$ cat config.mk
export PLATFORM = sky130hd
export DESIGN_NAME = control_input_function_mapper
export DESIGN_NICKNAME = d
export VERILOG_FILES = /design/src/verilog/ctl_in_pkg.sv /design/src/verilog/control_input_function_mapper.sv /design/src/verilog/input_sync.sv /design/src/verilog/func_lookup.sv
export SDC_FILE = /design/constraint.sdc
export NUM_CORES = 1
export LEC_CHECK = 0
export BUFFER_PORTS_ARGS = -buffer_cell sky130_fd_sc_hd__buf_4
export CAP_MARGIN = 20
export CORE_MARGIN = 2
export CORE_UTILIZATION = 35
export DETAILED_ROUTE_END_ITERATION = 7
export HOLD_SLACK_MARGIN = 0.06
export PLACE_DENSITY = 0.52
export RECOVER_POWER = 25
export SETUP_SLACK_MARGIN = 0.1
export SYNTH_ARGS = -nofsm -noshare
export SYNTH_HDL_FRONTEND = slang
export SYNTH_SLANG_ARGS = --single-unit
export TNS_END_PERCENT = 50
$ cat constraint.sdc
create_clock -name clk_i -period 2.83 [get_ports clk_i]
set_input_delay 0.1415 -clock clk_i [delete_from_list [all_inputs] [get_ports clk_i]]
set_output_delay 0.1415 -clock clk_i [all_outputs]
set_load 0.02 [all_outputs]
$ cat src/verilog/ctl_in_pkg.sv
// Purpose: Shared constants for the control input function mapper.
// Assumes: One 250 MHz clock, classic Wishbone register access.
// Notes: Each select byte holds polarity in bit 7, function code below.
//
// Contract
// - Any function but clear routable to any input, per-input polarity
// - Normally-open input: closed to common means on
// - Normally-closed input: open from common means on
// - Servo enable drives energisation, default input six
// - Over-travel on takes action chosen by setup
// - Deviation clear zeroes positional deviation counter
// - Default rising-edge clear; mode parameter changes it
// - Modes 1,2 hold clear; 3,4 clear once
// - Clear only on input seven, else error
package ctl_in_pkg;

  // ------------------------------------------------------------
  // Sizes
  // ------------------------------------------------------------
  localparam int N_INPUTS = 10;
  localparam int SYNC_STAGES = 2;
  localparam int N_EVENTS = 5;

  // ------------------------------------------------------------
  // Select byte layout and control mode byte positions
  // ------------------------------------------------------------
  localparam int POL_BIT = 7;
  localparam int CODE_MSB = 6;
  localparam int BYTE_POS_MODE = 0;
  localparam int BYTE_VEL_MODE = 1;
  localparam int BYTE_TRQ_MODE = 2;
  localparam int CLEAR_INPUT_IDX = 6;

  // Control modes presented by the servo core
  localparam logic [1:0] MODE_POSITION = 2'h0;
  localparam logic [1:0] MODE_VELOCITY = 2'h1;
  localparam logic [1:0] MODE_TORQUE = 2'h2;

  // Function codes decoded here
  localparam logic [6:0] FN_POS_OT = 7'h01;
  localparam logic [6:0] FN_NEG_OT = 7'h02;
  localparam logic [6:0] FN_SERVO = 7'h03;
  localparam logic [6:0] FN_CLEAR = 7'h07;

  // ------------------------------------------------------------
  // Register word offsets (byte address)
  // ------------------------------------------------------------
  localparam logic [7:0] ADDR_FSEL_BASE = 8'h00;
  localparam logic [7:0] ADDR_OT_SETUP = 8'h28;
  localparam logic [7:0] ADDR_CLR_MODE = 8'h2C;
  localparam logic [7:0] ADDR_STATUS = 8'h30;
  localparam logic [7:0] ADDR_IRQ_STAT = 8'h34;
  localparam logic [7:0] ADDR_IRQ_MASK = 8'h38;

  // ------------------------------------------------------------
  // Reset values
  // ------------------------------------------------------------
  localparam logic [N_INPUTS-1:0][31:0] FSEL_RESET = {
    32'h00000E88, 32'h00050505, 32'h00040404, 32'h00000F07,
    32'h00030303, 32'h0000100C, 32'h00060606, 32'h0091910A,
    32'h00818181, 32'h00828282
  };
  localparam logic [3:0] OT_SETUP_RESET = 4'h1;
  localparam logic [3:0] CLR_MODE_RESET = 4'h3;

  // Over-travel setup values
  localparam logic [3:0] OT_DISABLED = 4'h1;
  localparam logic [3:0] OT_ALARM = 4'h2;

  // Clear mode values
  localparam logic [3:0] CLR_LEVEL_A = 4'h1;
  localparam logic [3:0] CLR_LEVEL_B = 4'h2;

  // Event bit positions
  localparam int EV_POS_OT = 0;
  localparam int EV_NEG_OT = 1;
  localparam int EV_CLEAR = 2;
  localparam int EV_MAP_ERR = 3;
  localparam int EV_SERVO = 4;

endpackage

$ cat src/verilog/control_input_function_mapper.sv
// Purpose: Qualifies general-purpose contact inputs into drive functions.
// Assumes: Classic Wishbone slave, one clock, synchronous reset.
// Notes: Outputs are registered; one cycle Wishbone answer latency.
// Notes: One address decode is shared by the read and write paths.
`timescale 1ns/1ns
module control_input_function_mapper (
  input wire logic clk_i,
  input wire logic rst_i,
  input wire logic [7:0] wb_adr_i,
  input wire logic [31:0] wb_dat_i,
  input wire logic [3:0] wb_sel_i,
  input wire logic wb_we_i,
  input wire logic wb_cyc_i,
  input wire logic wb_stb_i,
  output logic [31:0] wb_dat_o,
  output logic wb_ack_o,
  input wire logic [ctl_in_pkg::N_INPUTS-1:0] gp_input_i,
  input wire logic [1:0] control_mode_i,
  output logic servo_enable_o,
  output logic positive_overtravel_inhibit_o,
  output logic negative_overtravel_inhibit_o,
  output logic overtravel_alarm_o,
  output logic deviation_clear_o,
  output logic map_error_o,
  output logic irq_o
);
  import ctl_in_pkg::*;

  // ------------------------------------------------------------
  // State
  // ------------------------------------------------------------
  typedef struct packed {
    // Software-visible configuration and status
    logic [N_INPUTS-1:0][31:0] fsel;
    logic [3:0] ot_setup;
    logic [3:0] clr_mode;
    logic [N_EVENTS-1:0] irq_stat;
    logic [N_EVENTS-1:0] irq_mask;

    // Bus answer
    logic ack;
    logic [31:0] rdata;

    // Qualified function levels
    logic servo_en;
    logic pos_inh;
    logic neg_inh;
    logic ot_alarm;
    logic dev_clr;
    logic map_err;
    logic irq;

    // Edge history of decoded functions
    logic cl_prev;
    logic pot_prev;
    logic not_prev;
  } map_state_s;

  map_state_s r_reg;
  map_state_s r_next;

  // Register targets of the bus address
  typedef enum logic [2:0] {
    REG_FSEL = 3'h0,
    REG_OT = 3'h1,
    REG_CLR = 3'h2,
    REG_STATUS = 3'h3,
    REG_ISTAT = 3'h4,
    REG_IMASK = 3'h5,
    REG_NONE = 3'h6
  } reg_e;

  logic [N_INPUTS-1:0] in_sync;
  logic fn_servo;
  logic fn_pos_ot;
  logic fn_neg_ot;
  logic fn_clear;
  logic fn_misplaced;

  logic bus_req;
  logic bus_wr;
  logic [5:0] word_idx;
  logic [31:0] wmask;
  reg_e reg_hit;
  logic [N_EVENTS-1:0] events;
  logic [N_EVENTS-1:0] w1c;
  logic ot_enabled;
  logic clr_level_mode;
  logic clr_rise;

  // ------------------------------------------------------------
  // Input synchronisation
  // ------------------------------------------------------------
  // Pins cross into the clock domain before any decode
  input_sync #(
    .WIDTH(N_INPUTS)
  ) u_sync (
    .clk_i(clk_i),
    .rst_i(rst_i),
    .async_i(gp_input_i),
    .sync_o(in_sync)
  );

  // ------------------------------------------------------------
  // Function routing
  // ------------------------------------------------------------
  // Routing follows the select registers of the active mode
  func_lookup #(
    .N(N_INPUTS)
  ) u_lookup (
    .fsel_i(r_reg.fsel),
    .level_i(in_sync),
    .mode_i(control_mode_i),
    .servo_o(fn_servo),
    .pos_ot_o(fn_pos_ot),
    .neg_ot_o(fn_neg_ot),
    .clear_o(fn_clear),
    .misplaced_o(fn_misplaced)
  );

  // ------------------------------------------------------------
  // Helpers
  // ------------------------------------------------------------
  // Expand Wishbone byte selects into a bit mask
  function automatic logic [31:0] sel_mask(input logic [3:0] sel);
    logic [31:0] m;
    m = '0;
    for (int k = 0; k < 4; k++) begin
      m[8*k +: 8] = {8{sel[k]}};
    end
    return m;
  endfunction

  // Merge masked write data into an old value
  function automatic logic [31:0] merge(input logic [31:0] old,
                                        input logic [31:0] data,
                                        input logic [31:0] mask);
    return (old & ~mask) | (data & mask);
  endfunction

  // Address decode, select words fill the low word indices
  function automatic reg_e reg_decode(input logic [7:0] adr);
    reg_e r;
    if (adr[7:2] < 6'(N_INPUTS)) begin
      r = REG_FSEL;
    end else begin
      unique case (adr)
        ADDR_OT_SETUP: r = REG_OT;
        ADDR_CLR_MODE: r = REG_CLR;
        ADDR_STATUS: r = REG_STATUS;
        ADDR_IRQ_STAT: r = REG_ISTAT;
        ADDR_IRQ_MASK: r = REG_IMASK;
        default: r = REG_NONE;
      endcase
    end
    return r;
  endfunction

  // Live status word of qualified functions and inputs
  function automatic logic [31:0] status_word(
    input map_state_s s,
    input logic [N_INPUTS-1:0] pins
  );
    logic [31:0] w;
    w = '0;
    w[0] = s.servo_en;
    w[1] = s.pos_inh;
    w[2] = s.neg_inh;
    w[3] = s.ot_alarm;
    w[4] = s.dev_clr;
    w[5] = s.map_err;
    w[16 +: N_INPUTS] = pins;
    return w;
  endfunction

  // Read value of the decoded register, zero where unmapped
  function automatic logic [31:0] read_word(
    input reg_e sel,
    input map_state_s s,
    input logic [3:0] idx,
    input logic [N_INPUTS-1:0] pins
  );
    logic [31:0] w;
    w = '0;
    unique case (sel)
      REG_FSEL: w = s.fsel[idx];
      REG_OT: w[3:0] = s.ot_setup;
      REG_CLR: w[3:0] = s.clr_mode;
      REG_STATUS: w = status_word(s, pins);
      REG_ISTAT: w[N_EVENTS-1:0] = s.irq_stat;
      REG_IMASK: w[N_EVENTS-1:0] = s.irq_mask;
      default: w = '0;
    endcase
    return w;
  endfunction

  // ------------------------------------------------------------
  // Bus decode
  // ------------------------------------------------------------
  // Request seen; write committed on the acknowledged cycle
  assign bus_req = wb_cyc_i && wb_stb_i;
  assign bus_wr = bus_req && wb_we_i && r_reg.ack;
  assign word_idx = wb_adr_i[7:2];
  assign wmask = sel_mask(wb_sel_i);

  // One address decode serves reads and writes
  assign reg_hit = reg_decode(wb_adr_i);

  // Write-one-to-clear of interrupt status
  assign w1c = (bus_wr && (reg_hit == REG_ISTAT) && wb_sel_i[0]) ?
               wb_dat_i[N_EVENTS-1:0] : '0;

  // ------------------------------------------------------------
  // Qualification terms
  // ------------------------------------------------------------
  // Over-travel acts only when setup is not the disabling value
  assign ot_enabled = (r_reg.ot_setup != OT_DISABLED);

  // Clear modes 1 and 2 hold, others clear once on the rise
  assign clr_level_mode = (r_reg.clr_mode == CLR_LEVEL_A) ||
                          (r_reg.clr_mode == CLR_LEVEL_B);
  assign clr_rise = fn_clear && !r_reg.cl_prev;

  // Events that set sticky status bits
  always_comb begin
    events = '0;
    events[EV_POS_OT] = fn_pos_ot && !r_reg.pot_prev;
    events[EV_NEG_OT] = fn_neg_ot && !r_reg.not_prev;
    events[EV_CLEAR] = clr_rise;
    events[EV_MAP_ERR] = fn_misplaced && !r_reg.map_err;
    events[EV_SERVO] = fn_servo != r_reg.servo_en;
  end

  // ------------------------------------------------------------
  // Next state
  // ------------------------------------------------------------
  always_comb begin
    r_next = r_reg;

    // One-cycle acknowledge, dropped the cycle after
    r_next.ack = bus_req && !r_reg.ack;

    // Read data captured together with the acknowledge
    r_next.rdata = '0;
    if (bus_req && !r_reg.ack && !wb_we_i) begin
      r_next.rdata = read_word(reg_hit, r_reg, word_idx[3:0], in_sync);
    end

    // Register writes, byte lanes honoured
    if (bus_wr) begin
      unique case (reg_hit)
        REG_FSEL: begin
          r_next.fsel[word_idx[3:0]] =
            merge(r_reg.fsel[word_idx[3:0]], wb_dat_i, wmask);
        end
        REG_OT: begin
          if (wb_sel_i[0]) begin
            r_next.ot_setup = wb_dat_i[3:0];
          end
        end
        REG_CLR: begin
          if (wb_sel_i[0]) begin
            r_next.clr_mode = wb_dat_i[3:0];
          end
        end
        REG_IMASK: begin
          if (wb_sel_i[0]) begin
            r_next.irq_mask = wb_dat_i[N_EVENTS-1:0];
          end
        end
        default: begin
          // Live status word and unmapped addresses ignore writes; interrupt status clears through w1c
        end
      endcase
    end

    // Servo enable follows its qualified input
    r_next.servo_en = fn_servo;

    // Over-travel inhibit, gated by setup
    r_next.pos_inh = fn_pos_ot && ot_enabled;
    r_next.neg_inh = fn_neg_ot && ot_enabled;
    r_next.ot_alarm = (fn_pos_ot || fn_neg_ot) &&
                      (r_reg.ot_setup == OT_ALARM);

    // Deviation counter clear strobe or hold
    if (clr_level_mode) begin
      r_next.dev_clr = fn_clear;
    end else begin
      r_next.dev_clr = clr_rise;
    end

    // Clear allocated to a wrong input
    r_next.map_err = fn_misplaced;

    // Edge history
    r_next.cl_prev = fn_clear;
    r_next.pot_prev = fn_pos_ot;
    r_next.not_prev = fn_neg_ot;

    // Sticky status: a new event wins over a clear
    r_next.irq_stat = (r_reg.irq_stat & ~w1c) | events;

    // Level interrupt from unmasked status
    r_next.irq = |(r_next.irq_stat & r_next.irq_mask);
  end

  // ------------------------------------------------------------
  // State register
  // ------------------------------------------------------------
  always_ff @(posedge clk_i) begin
    if (rst_i) begin
      r_reg <= '0;
      r_reg.fsel <= FSEL_RESET;
      r_reg.ot_setup <= OT_SETUP_RESET;
      r_reg.clr_mode <= CLR_MODE_RESET;
    end else begin
      r_reg <= r_next;
    end
  end

  // ------------------------------------------------------------
  // Outputs
  // ------------------------------------------------------------
  // Bus answer straight from the state register
  assign wb_dat_o = r_reg.rdata;
  assign wb_ack_o = r_reg.ack;

  // Qualified function levels, all registered
  assign servo_enable_o = r_reg.servo_en;
  assign positive_overtravel_inhibit_o = r_reg.pos_inh;
  assign negative_overtravel_inhibit_o = r_reg.neg_inh;
  assign overtravel_alarm_o = r_reg.ot_alarm;
  assign deviation_clear_o = r_reg.dev_clr;
  assign map_error_o = r_reg.map_err;

  // Level interrupt from the registered flag
  assign irq_o = r_reg.irq;

endmodule

$ cat src/verilog/input_sync.sv
// Purpose: Two-stage synchroniser for asynchronous contact inputs.
// Assumes: Inputs are static levels from isolated contacts.
// Notes: Only the second stage is visible outside.
`timescale 1ns/1ns
module input_sync #(
  parameter int WIDTH = 10
) (
  input wire logic clk_i,
  input wire logic rst_i,
  input wire logic [WIDTH-1:0] async_i,
  output logic [WIDTH-1:0] sync_o
);
  import ctl_in_pkg::*;

  typedef struct packed {
    logic [WIDTH-1:0] meta;
    logic [WIDTH-1:0] stable;
  } sync_s;

  sync_s r_reg;
  sync_s r_next;

  // Shift stage one into stage two
  always_comb begin
    r_next = r_reg;
    r_next.meta = async_i;
    r_next.stable = r_reg.meta;
  end

  // State register
  always_ff @(posedge clk_i) begin
    if (rst_i) begin
      r_reg <= '0;
    end else begin
      r_reg <= r_next;
    end
  end

  assign sync_o = r_reg.stable;

endmodule

$ cat src/verilog/func_lookup.sv
// Purpose: Routes synchronised inputs onto decoded functions.
// Assumes: Input level high means contact closed to common.
// Notes: Purely combinational; caller registers the results.
`timescale 1ns/1ns
module func_lookup #(
  parameter int N = 10
) (
  input wire logic [N-1:0][31:0] fsel_i,
  input wire logic [N-1:0] level_i,
  input wire logic [1:0] mode_i,
  output logic servo_o,
  output logic pos_ot_o,
  output logic neg_ot_o,
  output logic clear_o,
  output logic misplaced_o
);
  import ctl_in_pkg::*;

  logic [N-1:0] srv_hit;
  logic [N-1:0] pot_hit;
  logic [N-1:0] not_hit;
  logic [N-1:0] clr_hit;
  logic [N-1:0] bad_hit;

  // Pick the select byte of the active control mode
  function automatic logic [7:0] mode_byte(input logic [31:0] cfg,
                                           input logic [1:0] mode);
    logic [7:0] b;
    unique case (mode)
      MODE_VELOCITY: b = cfg[8*BYTE_VEL_MODE +: 8];
      MODE_TORQUE: b = cfg[8*BYTE_TRQ_MODE +: 8];
      default: b = cfg[8*BYTE_POS_MODE +: 8];
    endcase
    return b;
  endfunction

  // Per-input polarity and code match
  generate
    for (genvar i = 0; i < N; i++) begin : g_in
      logic [7:0] b;
      logic act;
      assign b = mode_byte(fsel_i[i], mode_i);
      assign act = level_i[i] ^ b[POL_BIT];
      assign srv_hit[i] = act && (b[CODE_MSB:0] == FN_SERVO);
      assign pot_hit[i] = act && (b[CODE_MSB:0] == FN_POS_OT);
      assign not_hit[i] = act && (b[CODE_MSB:0] == FN_NEG_OT);
      if (i == CLEAR_INPUT_IDX) begin : g_clr
        assign clr_hit[i] = act && (b[CODE_MSB:0] == FN_CLEAR);
        assign bad_hit[i] = 1'b0;
      end else begin : g_noclr
        assign clr_hit[i] = 1'b0;
        assign bad_hit[i] = (b[CODE_MSB:0] == FN_CLEAR);
      end
    end
  endgenerate

  // Unassigned functions reduce to off
  assign servo_o = |srv_hit;
  assign pos_ot_o = |pot_hit;
  assign neg_ot_o = |not_hit;
  assign clear_o = |clr_hit;
  assign misplaced_o = |bad_hit;

endmodule

* Yosys cells after proc, flatten, opt, wreduce, memory -nomap -nowiden
Index checks and enable logic that the tools add are counted.
** Cells by class
- Magnitude comparators :: 3
- Equal/unequal tests :: 57
- Mux-type cells :: 25
- Bitwise gates (word level) :: 19
- Reductions and logical operators :: 64
** Operator list (count)
- 320-bit bitwise mux :: 1
- 8-bit case mux with 2 select lines :: 10
- 7-bit by 2-bit == test with 1-bit output, second input constant :: 20
- 32-bit binary-select mux with 4-bit select :: 1
- 32-bit demux with 4-bit select :: 1
- 7-bit by 1-bit == test with 1-bit output, second input constant :: 10
- 7-bit by 3-bit == test with 1-bit output, second input constant :: 10
- 32-bit bitwise AND :: 2
- 32-bit two-way mux :: 2
- 27-bit case mux with 2 select lines :: 1
- 1-bit logical AND :: 46
- 8-bit by 6-bit == test with 1-bit output, second input constant :: 5
- 32-bit inverter :: 1
- 32-bit OR :: 1
- 10-bit OR reduction :: 3
- 4-bit case mux with 6 select lines :: 1
- 5-bit two-way mux :: 4
- 3-bit case mux with 5 select lines :: 1
- 5-bit bitwise AND :: 2
- 1-bit bitwise XOR :: 10
- 9-bit OR reduction :: 1
- 4-bit by 2-bit == test with 1-bit output, second input constant :: 2
- 3-bit by 2-bit == test with 1-bit output, second input constant :: 2
- 3-bit == test, second input constant :: 2
- other kinds (22) :: 29
** Storage, ports and cells
- Register bits :: 401
- Bits of input ports :: 61
- Output and inout bits :: 40

* Depth between registers and ports, before layout
- Depth after elaboration :: 12
- Mapped depth :: 13
- Gate-level depth less buffers :: 10

* Hierarchy
Synthesis repeated with hierarchy kept, for this count alone.
** Second synthesis, totals
- Cell total of the unflattened synthesis :: 2260
- Area total of the unflattened synthesis :: 18915.6 sq um
** Modules (own cells, without submodules)
- control_input_function_mapper :: instances 1, cells each 1927, area an instance 16377.0 sq um
- func_lookup :: instances 1, cells each 291, area an instance 1920.6 sq um
- input_sync :: instances 1, cells each 42, area an instance 618.1 sq um

* Worst setup path before layout
No wires, ideal clock.
- Kind :: input-to-reg
- Start :: input control_mode_i[0]
- End :: register r_reg (netlist bit irq_o)
- Library setup time :: 0.120 ns
- Arrival time :: 2.174 ns
- Path slack :: 0.536 ns
- Stages :: 13
- Buffers on the path :: 3
- Cells stage by stage :: inv_1 ha_1 buf_6 buf_6 buf_8 a221o_1 o21ai_2 a21oi_2 nand4_2 o2111ai_2 or4b_1 nand4_1 nand3_1
** Between the ends
- Word-level cells in the longest chain between the ends :: 9
** Ends and longest elaborated chain
- start: declaration :: RTL line control_input_function_mapper.sv:18 : input wire logic [1:0] control_mode_i,
- 2-bit == test or 2-bit by 1-bit == test with 1-bit output (tied branches) :: RTL line func_lookup.sv:29 : unique case (mode)
- 8-bit case mux with 2 select lines :: RTL line func_lookup.sv:29
- 7-bit by 2-bit == test with 1-bit output (tied with other cells) :: RTL line func_lookup.sv:44 : assign srv_hit[i] = act && (b[CODE_MSB:0] == FN_SERVO);
- 1-bit logical AND (on tied branches) :: RTL line func_lookup.sv:44, func_lookup.sv:45, func_lookup.sv:46
- 10-bit OR reduction (on tied branches) :: RTL line func_lookup.sv:58, func_lookup.sv:59, func_lookup.sv:60
- 1-bit != test (tied with other cells) :: RTL line control_input_function_mapper.sv:231 : events[EV_SERVO] = fn_servo != r_reg.servo_en;
- 5-bit OR * :: RTL line control_input_function_mapper.sv:302 : r_next.irq_stat = (r_reg.irq_stat & ~w1c) | events;
- 5-bit bitwise AND * :: RTL line control_input_function_mapper.sv:305 : r_next.irq = |(r_next.irq_stat & r_next.irq_mask);
- 5-bit OR reduction * :: RTL line control_input_function_mapper.sv:305
- end signal: assignment :: RTL line control_input_function_mapper.sv:318 : r_reg <= r_next;
- end: declaration :: RTL line control_input_function_mapper.sv:59 : map_state_s r_reg;
Mark *: on every way between the ends. The rest lies on a longest branch, timed or not.
A chain may end at the register's enable or synchronous reset.

* Worst setup path in the final report
- Start :: register r_reg[360] (netlist bit)
- End :: register r_reg (netlist bit irq_o)
** Between the ends
- Word-level cells in the longest chain between the ends :: 8
** Ends and longest elaborated chain (RTL line)
- 8-bit case mux with 2 select lines * :: func_lookup.sv:29
- 7-bit by 2-bit == test with 1-bit output (tied with other cells) :: func_lookup.sv:44
- 1-bit logical AND (on tied branches) :: func_lookup.sv:44, func_lookup.sv:45, func_lookup.sv:46
- 10-bit OR reduction (on tied branches) :: func_lookup.sv:58, func_lookup.sv:59, func_lookup.sv:60
- 1-bit != test (tied with other cells) :: control_input_function_mapper.sv:231
- 5-bit OR * :: control_input_function_mapper.sv:302
- 5-bit bitwise AND * :: control_input_function_mapper.sv:305
- 5-bit OR reduction * :: control_input_function_mapper.sv:305
Marks and branches as above.

==> impl_metrics.toml <==
[worst_setup_path]
cp_slowest_cell = "o41ai_1"
critical_path_arrival_ps = 3110
reg2regPathDepth = 9
endpoint = "irq_o"
critical-path-max-stage-delay_ps = 770
crit_required_ps = 3350
category_of_the_worst_setup_path_capture_point = "register"
path_class = "reg2reg"
crit_path_max_fanout = 3
critPathTopFamily = "compound AO/OA/AOI/OAI gates"
setup.worst_path.start_class = "register"
crit_cells = 9
crit_start = "r_reg[360]"
path_buf_inv = 1
regToRegSetupSlack_ps = 240
crit_path_cells = "o41ai_1, nand3_1, a21oi_2, nand4b_1, nand2_1, o41ai_1, buf_4, a211o_1, nand3_1"
r2r_end = "irq_o"
rr_startpoint = "r_reg[360]"

[routing]
wirelength_um = 75600
wl_per_cell_um = 24.7
dr_total_vias = 17500
initial_drc_count = 1870
drtAntennaViolNets = 0
drt-pass1-iter-count = 6
drc = 0
drt_via_density = 5.72

[synthesis]
synth.yosys.seq_area_share_pct = 42.3
post_synth_inst_count = 2231
synth_area_per_cell_um2 = 8.50
dominant_synthesized_flop_cell = "dfxtp_1"
proportion_of_register_bits_with_asynchronous_set_or_reset_after_synthesis_pct = 0
synth.yosys.warnings = 0
synthDistinctLibCells = 88
register_bit_count_reported_by_yosys = 401
synthesis.nets = 2294
post_synth_instance_area_um2 = 19000
post_synth_edffs = 0

[global_routing]
grt_usage_pct = 26.4
grt_pass1_wl_um = 111000
globalRoute.totalOverflow = 0
grt_max_degree = 141
antenna_violations_before_repair = 2
grt_pass1_vias = 16400

[pwr]
netSwitchingPower_mw = 3.28
pwr_density_cell_nw_per_um2 = 583
power.share.combinational_pct = 9.1
ir_drop_v = 0.000401
p_int_mw = 9.82
power.share.clock_pct = 47.4
cellLeakagePower_nw = 7.79
switching_share_pct = 25.0
seq_power_share_pct = 43.5

[placement]
detailed_place_hpwl_um = 51500
portBuffers = 100
dp_cells = 2939
gp_congestion = 0.932

[final_layout]
layoutNonFillerInstCount = 3055
layout.cells.most_common_list = "675 x nand2_1, 401 x dfxtp_1, 275 x a21oi_1"
flip_flop_count_of_the_largest_register_after_layout = 341
design.final.nets = 2385
post_route_utilization_pct = 41.8
mostFrequentLayoutCell = "nand2_1"
fraction_of_layout_cells_with_a_size_suffix_above_1_pct = 16.5
area_growth_pct = 18.5

[timing]
clock-skew-final_ps = 21.6
rsz0062_at_grt = "false"
timing_hold_violations_final = 0
post-route-period-util_pct = 91.5
timing_worst_slew_pin_value_ps = 1020
setup-violations-final = 0
timing_max_transition_violations_final = 0
timing.max_slew.rel_slack_pct = 32.2
final_period_minus_worst_setup_slack_ps = 2590
timing.fmax_mhz = 386

[clock_network]
cts_post_setup_buffers_inserted = 0
cts.path.max_buffers = 3
clockRootBuffer = "clkbuf_16"
cts_tree = "done"
cts_made_buffers = 44
ctsHtreeMaxLevel = 2
cts.reportedPaths.clkPinSlew_ps = 60
clk_latency_ps = 600
numClockSinks = 401

[min_path]
hold_path.class = "in2reg"

[die]
dieHeight_um = 237
floorplan.die.width_um = 237
fp-row-count = 85
ios = 101
fp.coreArea_um2 = 53700
die-area_um2 = 56100
initial_core_util_pct = 35.3

[run_status]
status = "finished, final reports clean"

[job]
maxCapViolCount = 0
## Yosys cell counts, types with 38 or more instances
library cell	instances	area, um^2
a21oi_1	275	1380
buf_4	41	308
a22oi_1	65	488
mux2_2	38	428
mux2i_1	52	521
nor2_1	70	263
nand3b_1	47	353
nor2b_1	51	319
nand2_1	675	2530
dfxtp_1	401	8030
clkbuf_1	107	402
mux4_2	64	1440
## how the worst min path moves through the flow
stage	from	endpoint	slack, ps	depth (start not counted)
2_1_floorplan	wb_dat_i[0]	r_reg[53]	260	1
3_3_place_gp	gp_input_i[9]	u_sync.r_next[9]	350	2
3_5_place_dp	gp_input_i[2]	u_sync.r_next[2]	360	2
4_1_cts	wb_dat_i[30]	r_reg[91]	70	4
5_1_grt	wb_dat_i[30]	r_reg[91]	120	4
6_report	wb_dat_i[30]	r_reg[91]	90	4
## cells by family after synthesis
family / after synthesis / share of synthesized area (%)
fa+ha+maj: 2 / 0.132
flops: 401 / 42.3
compound gates: 511 / 16.7
xor+xnor: 7 / 0.323
simple gates: 951 / 22.3
buf+inv: 205 / 5.57
mux: 154 / 12.6
## worst min-delay path, delay by kind of cell
kind	cells	cell delay, ps
multiplexers	1	260
AO/OA/AOI/OAI	1	110
buffers and inverters	1	70
AND/OR/NAND/NOR	1	70
## layout make-up
type / count / area (um^2)
flip-flops and latches: 401 / 8030
repair buffers: 242 / 1970
multi-input cells: 1625 / 9980
clock buffers: 67 / 1350
fillers: 5330 / 31200
diodes: 1 / 2.50
inverters: 8 / 30.0
clock inverters: 15 / 240
well taps: 696 / 871
## power groups by stage
stage | clock network [mW] | registers, mW | logic, mW
after floorplan | 0 | 5.82 | 0.696
after global placement | 0 | 5.83 | 1.14
after detailed placement | 0 | 5.83 | 1.14
after CTS | 6.29 | 5.70 | 1.18
after global routing | 6.52 | 5.70 | 1.26
final | 6.21 | 5.70 | 1.19
## layer usage
layer  global-route usage [%]  vias up  share of wire [%]
met3                     5.48      109                8.4
li1                         -     7968                  -
met2                     41.3      755                 45
met1                     37.0     8631                 44
met4                     7.35        0                2.5
met5                        0        -                  0
## through the flow
step                      setup TNS (ps)  instance area (um^2)  hold WS [ps]  power, mW  setup WS (ps)
after global placement             -27.5                 20700           351       6.96          -27.5
after floorplan                        0                 19000           259       6.51            536
final                                  0                 22500          91.2       13.1            240
after global routing                   0                 22500           119       13.5            148
after detailed placement           -54.6                 20700           362       6.97          -54.6
after CTS                              0                 22600          71.4       13.2            120
## repair_timing
item / 4_1_cts / 5_1_grt
resized for setup: 0 / 3
hold endpoints to repair: 67 / 0
setup endpoints to repair: 0 / 2
hold buffers: 33 / 0
Power figures use the tool's default switching activity.
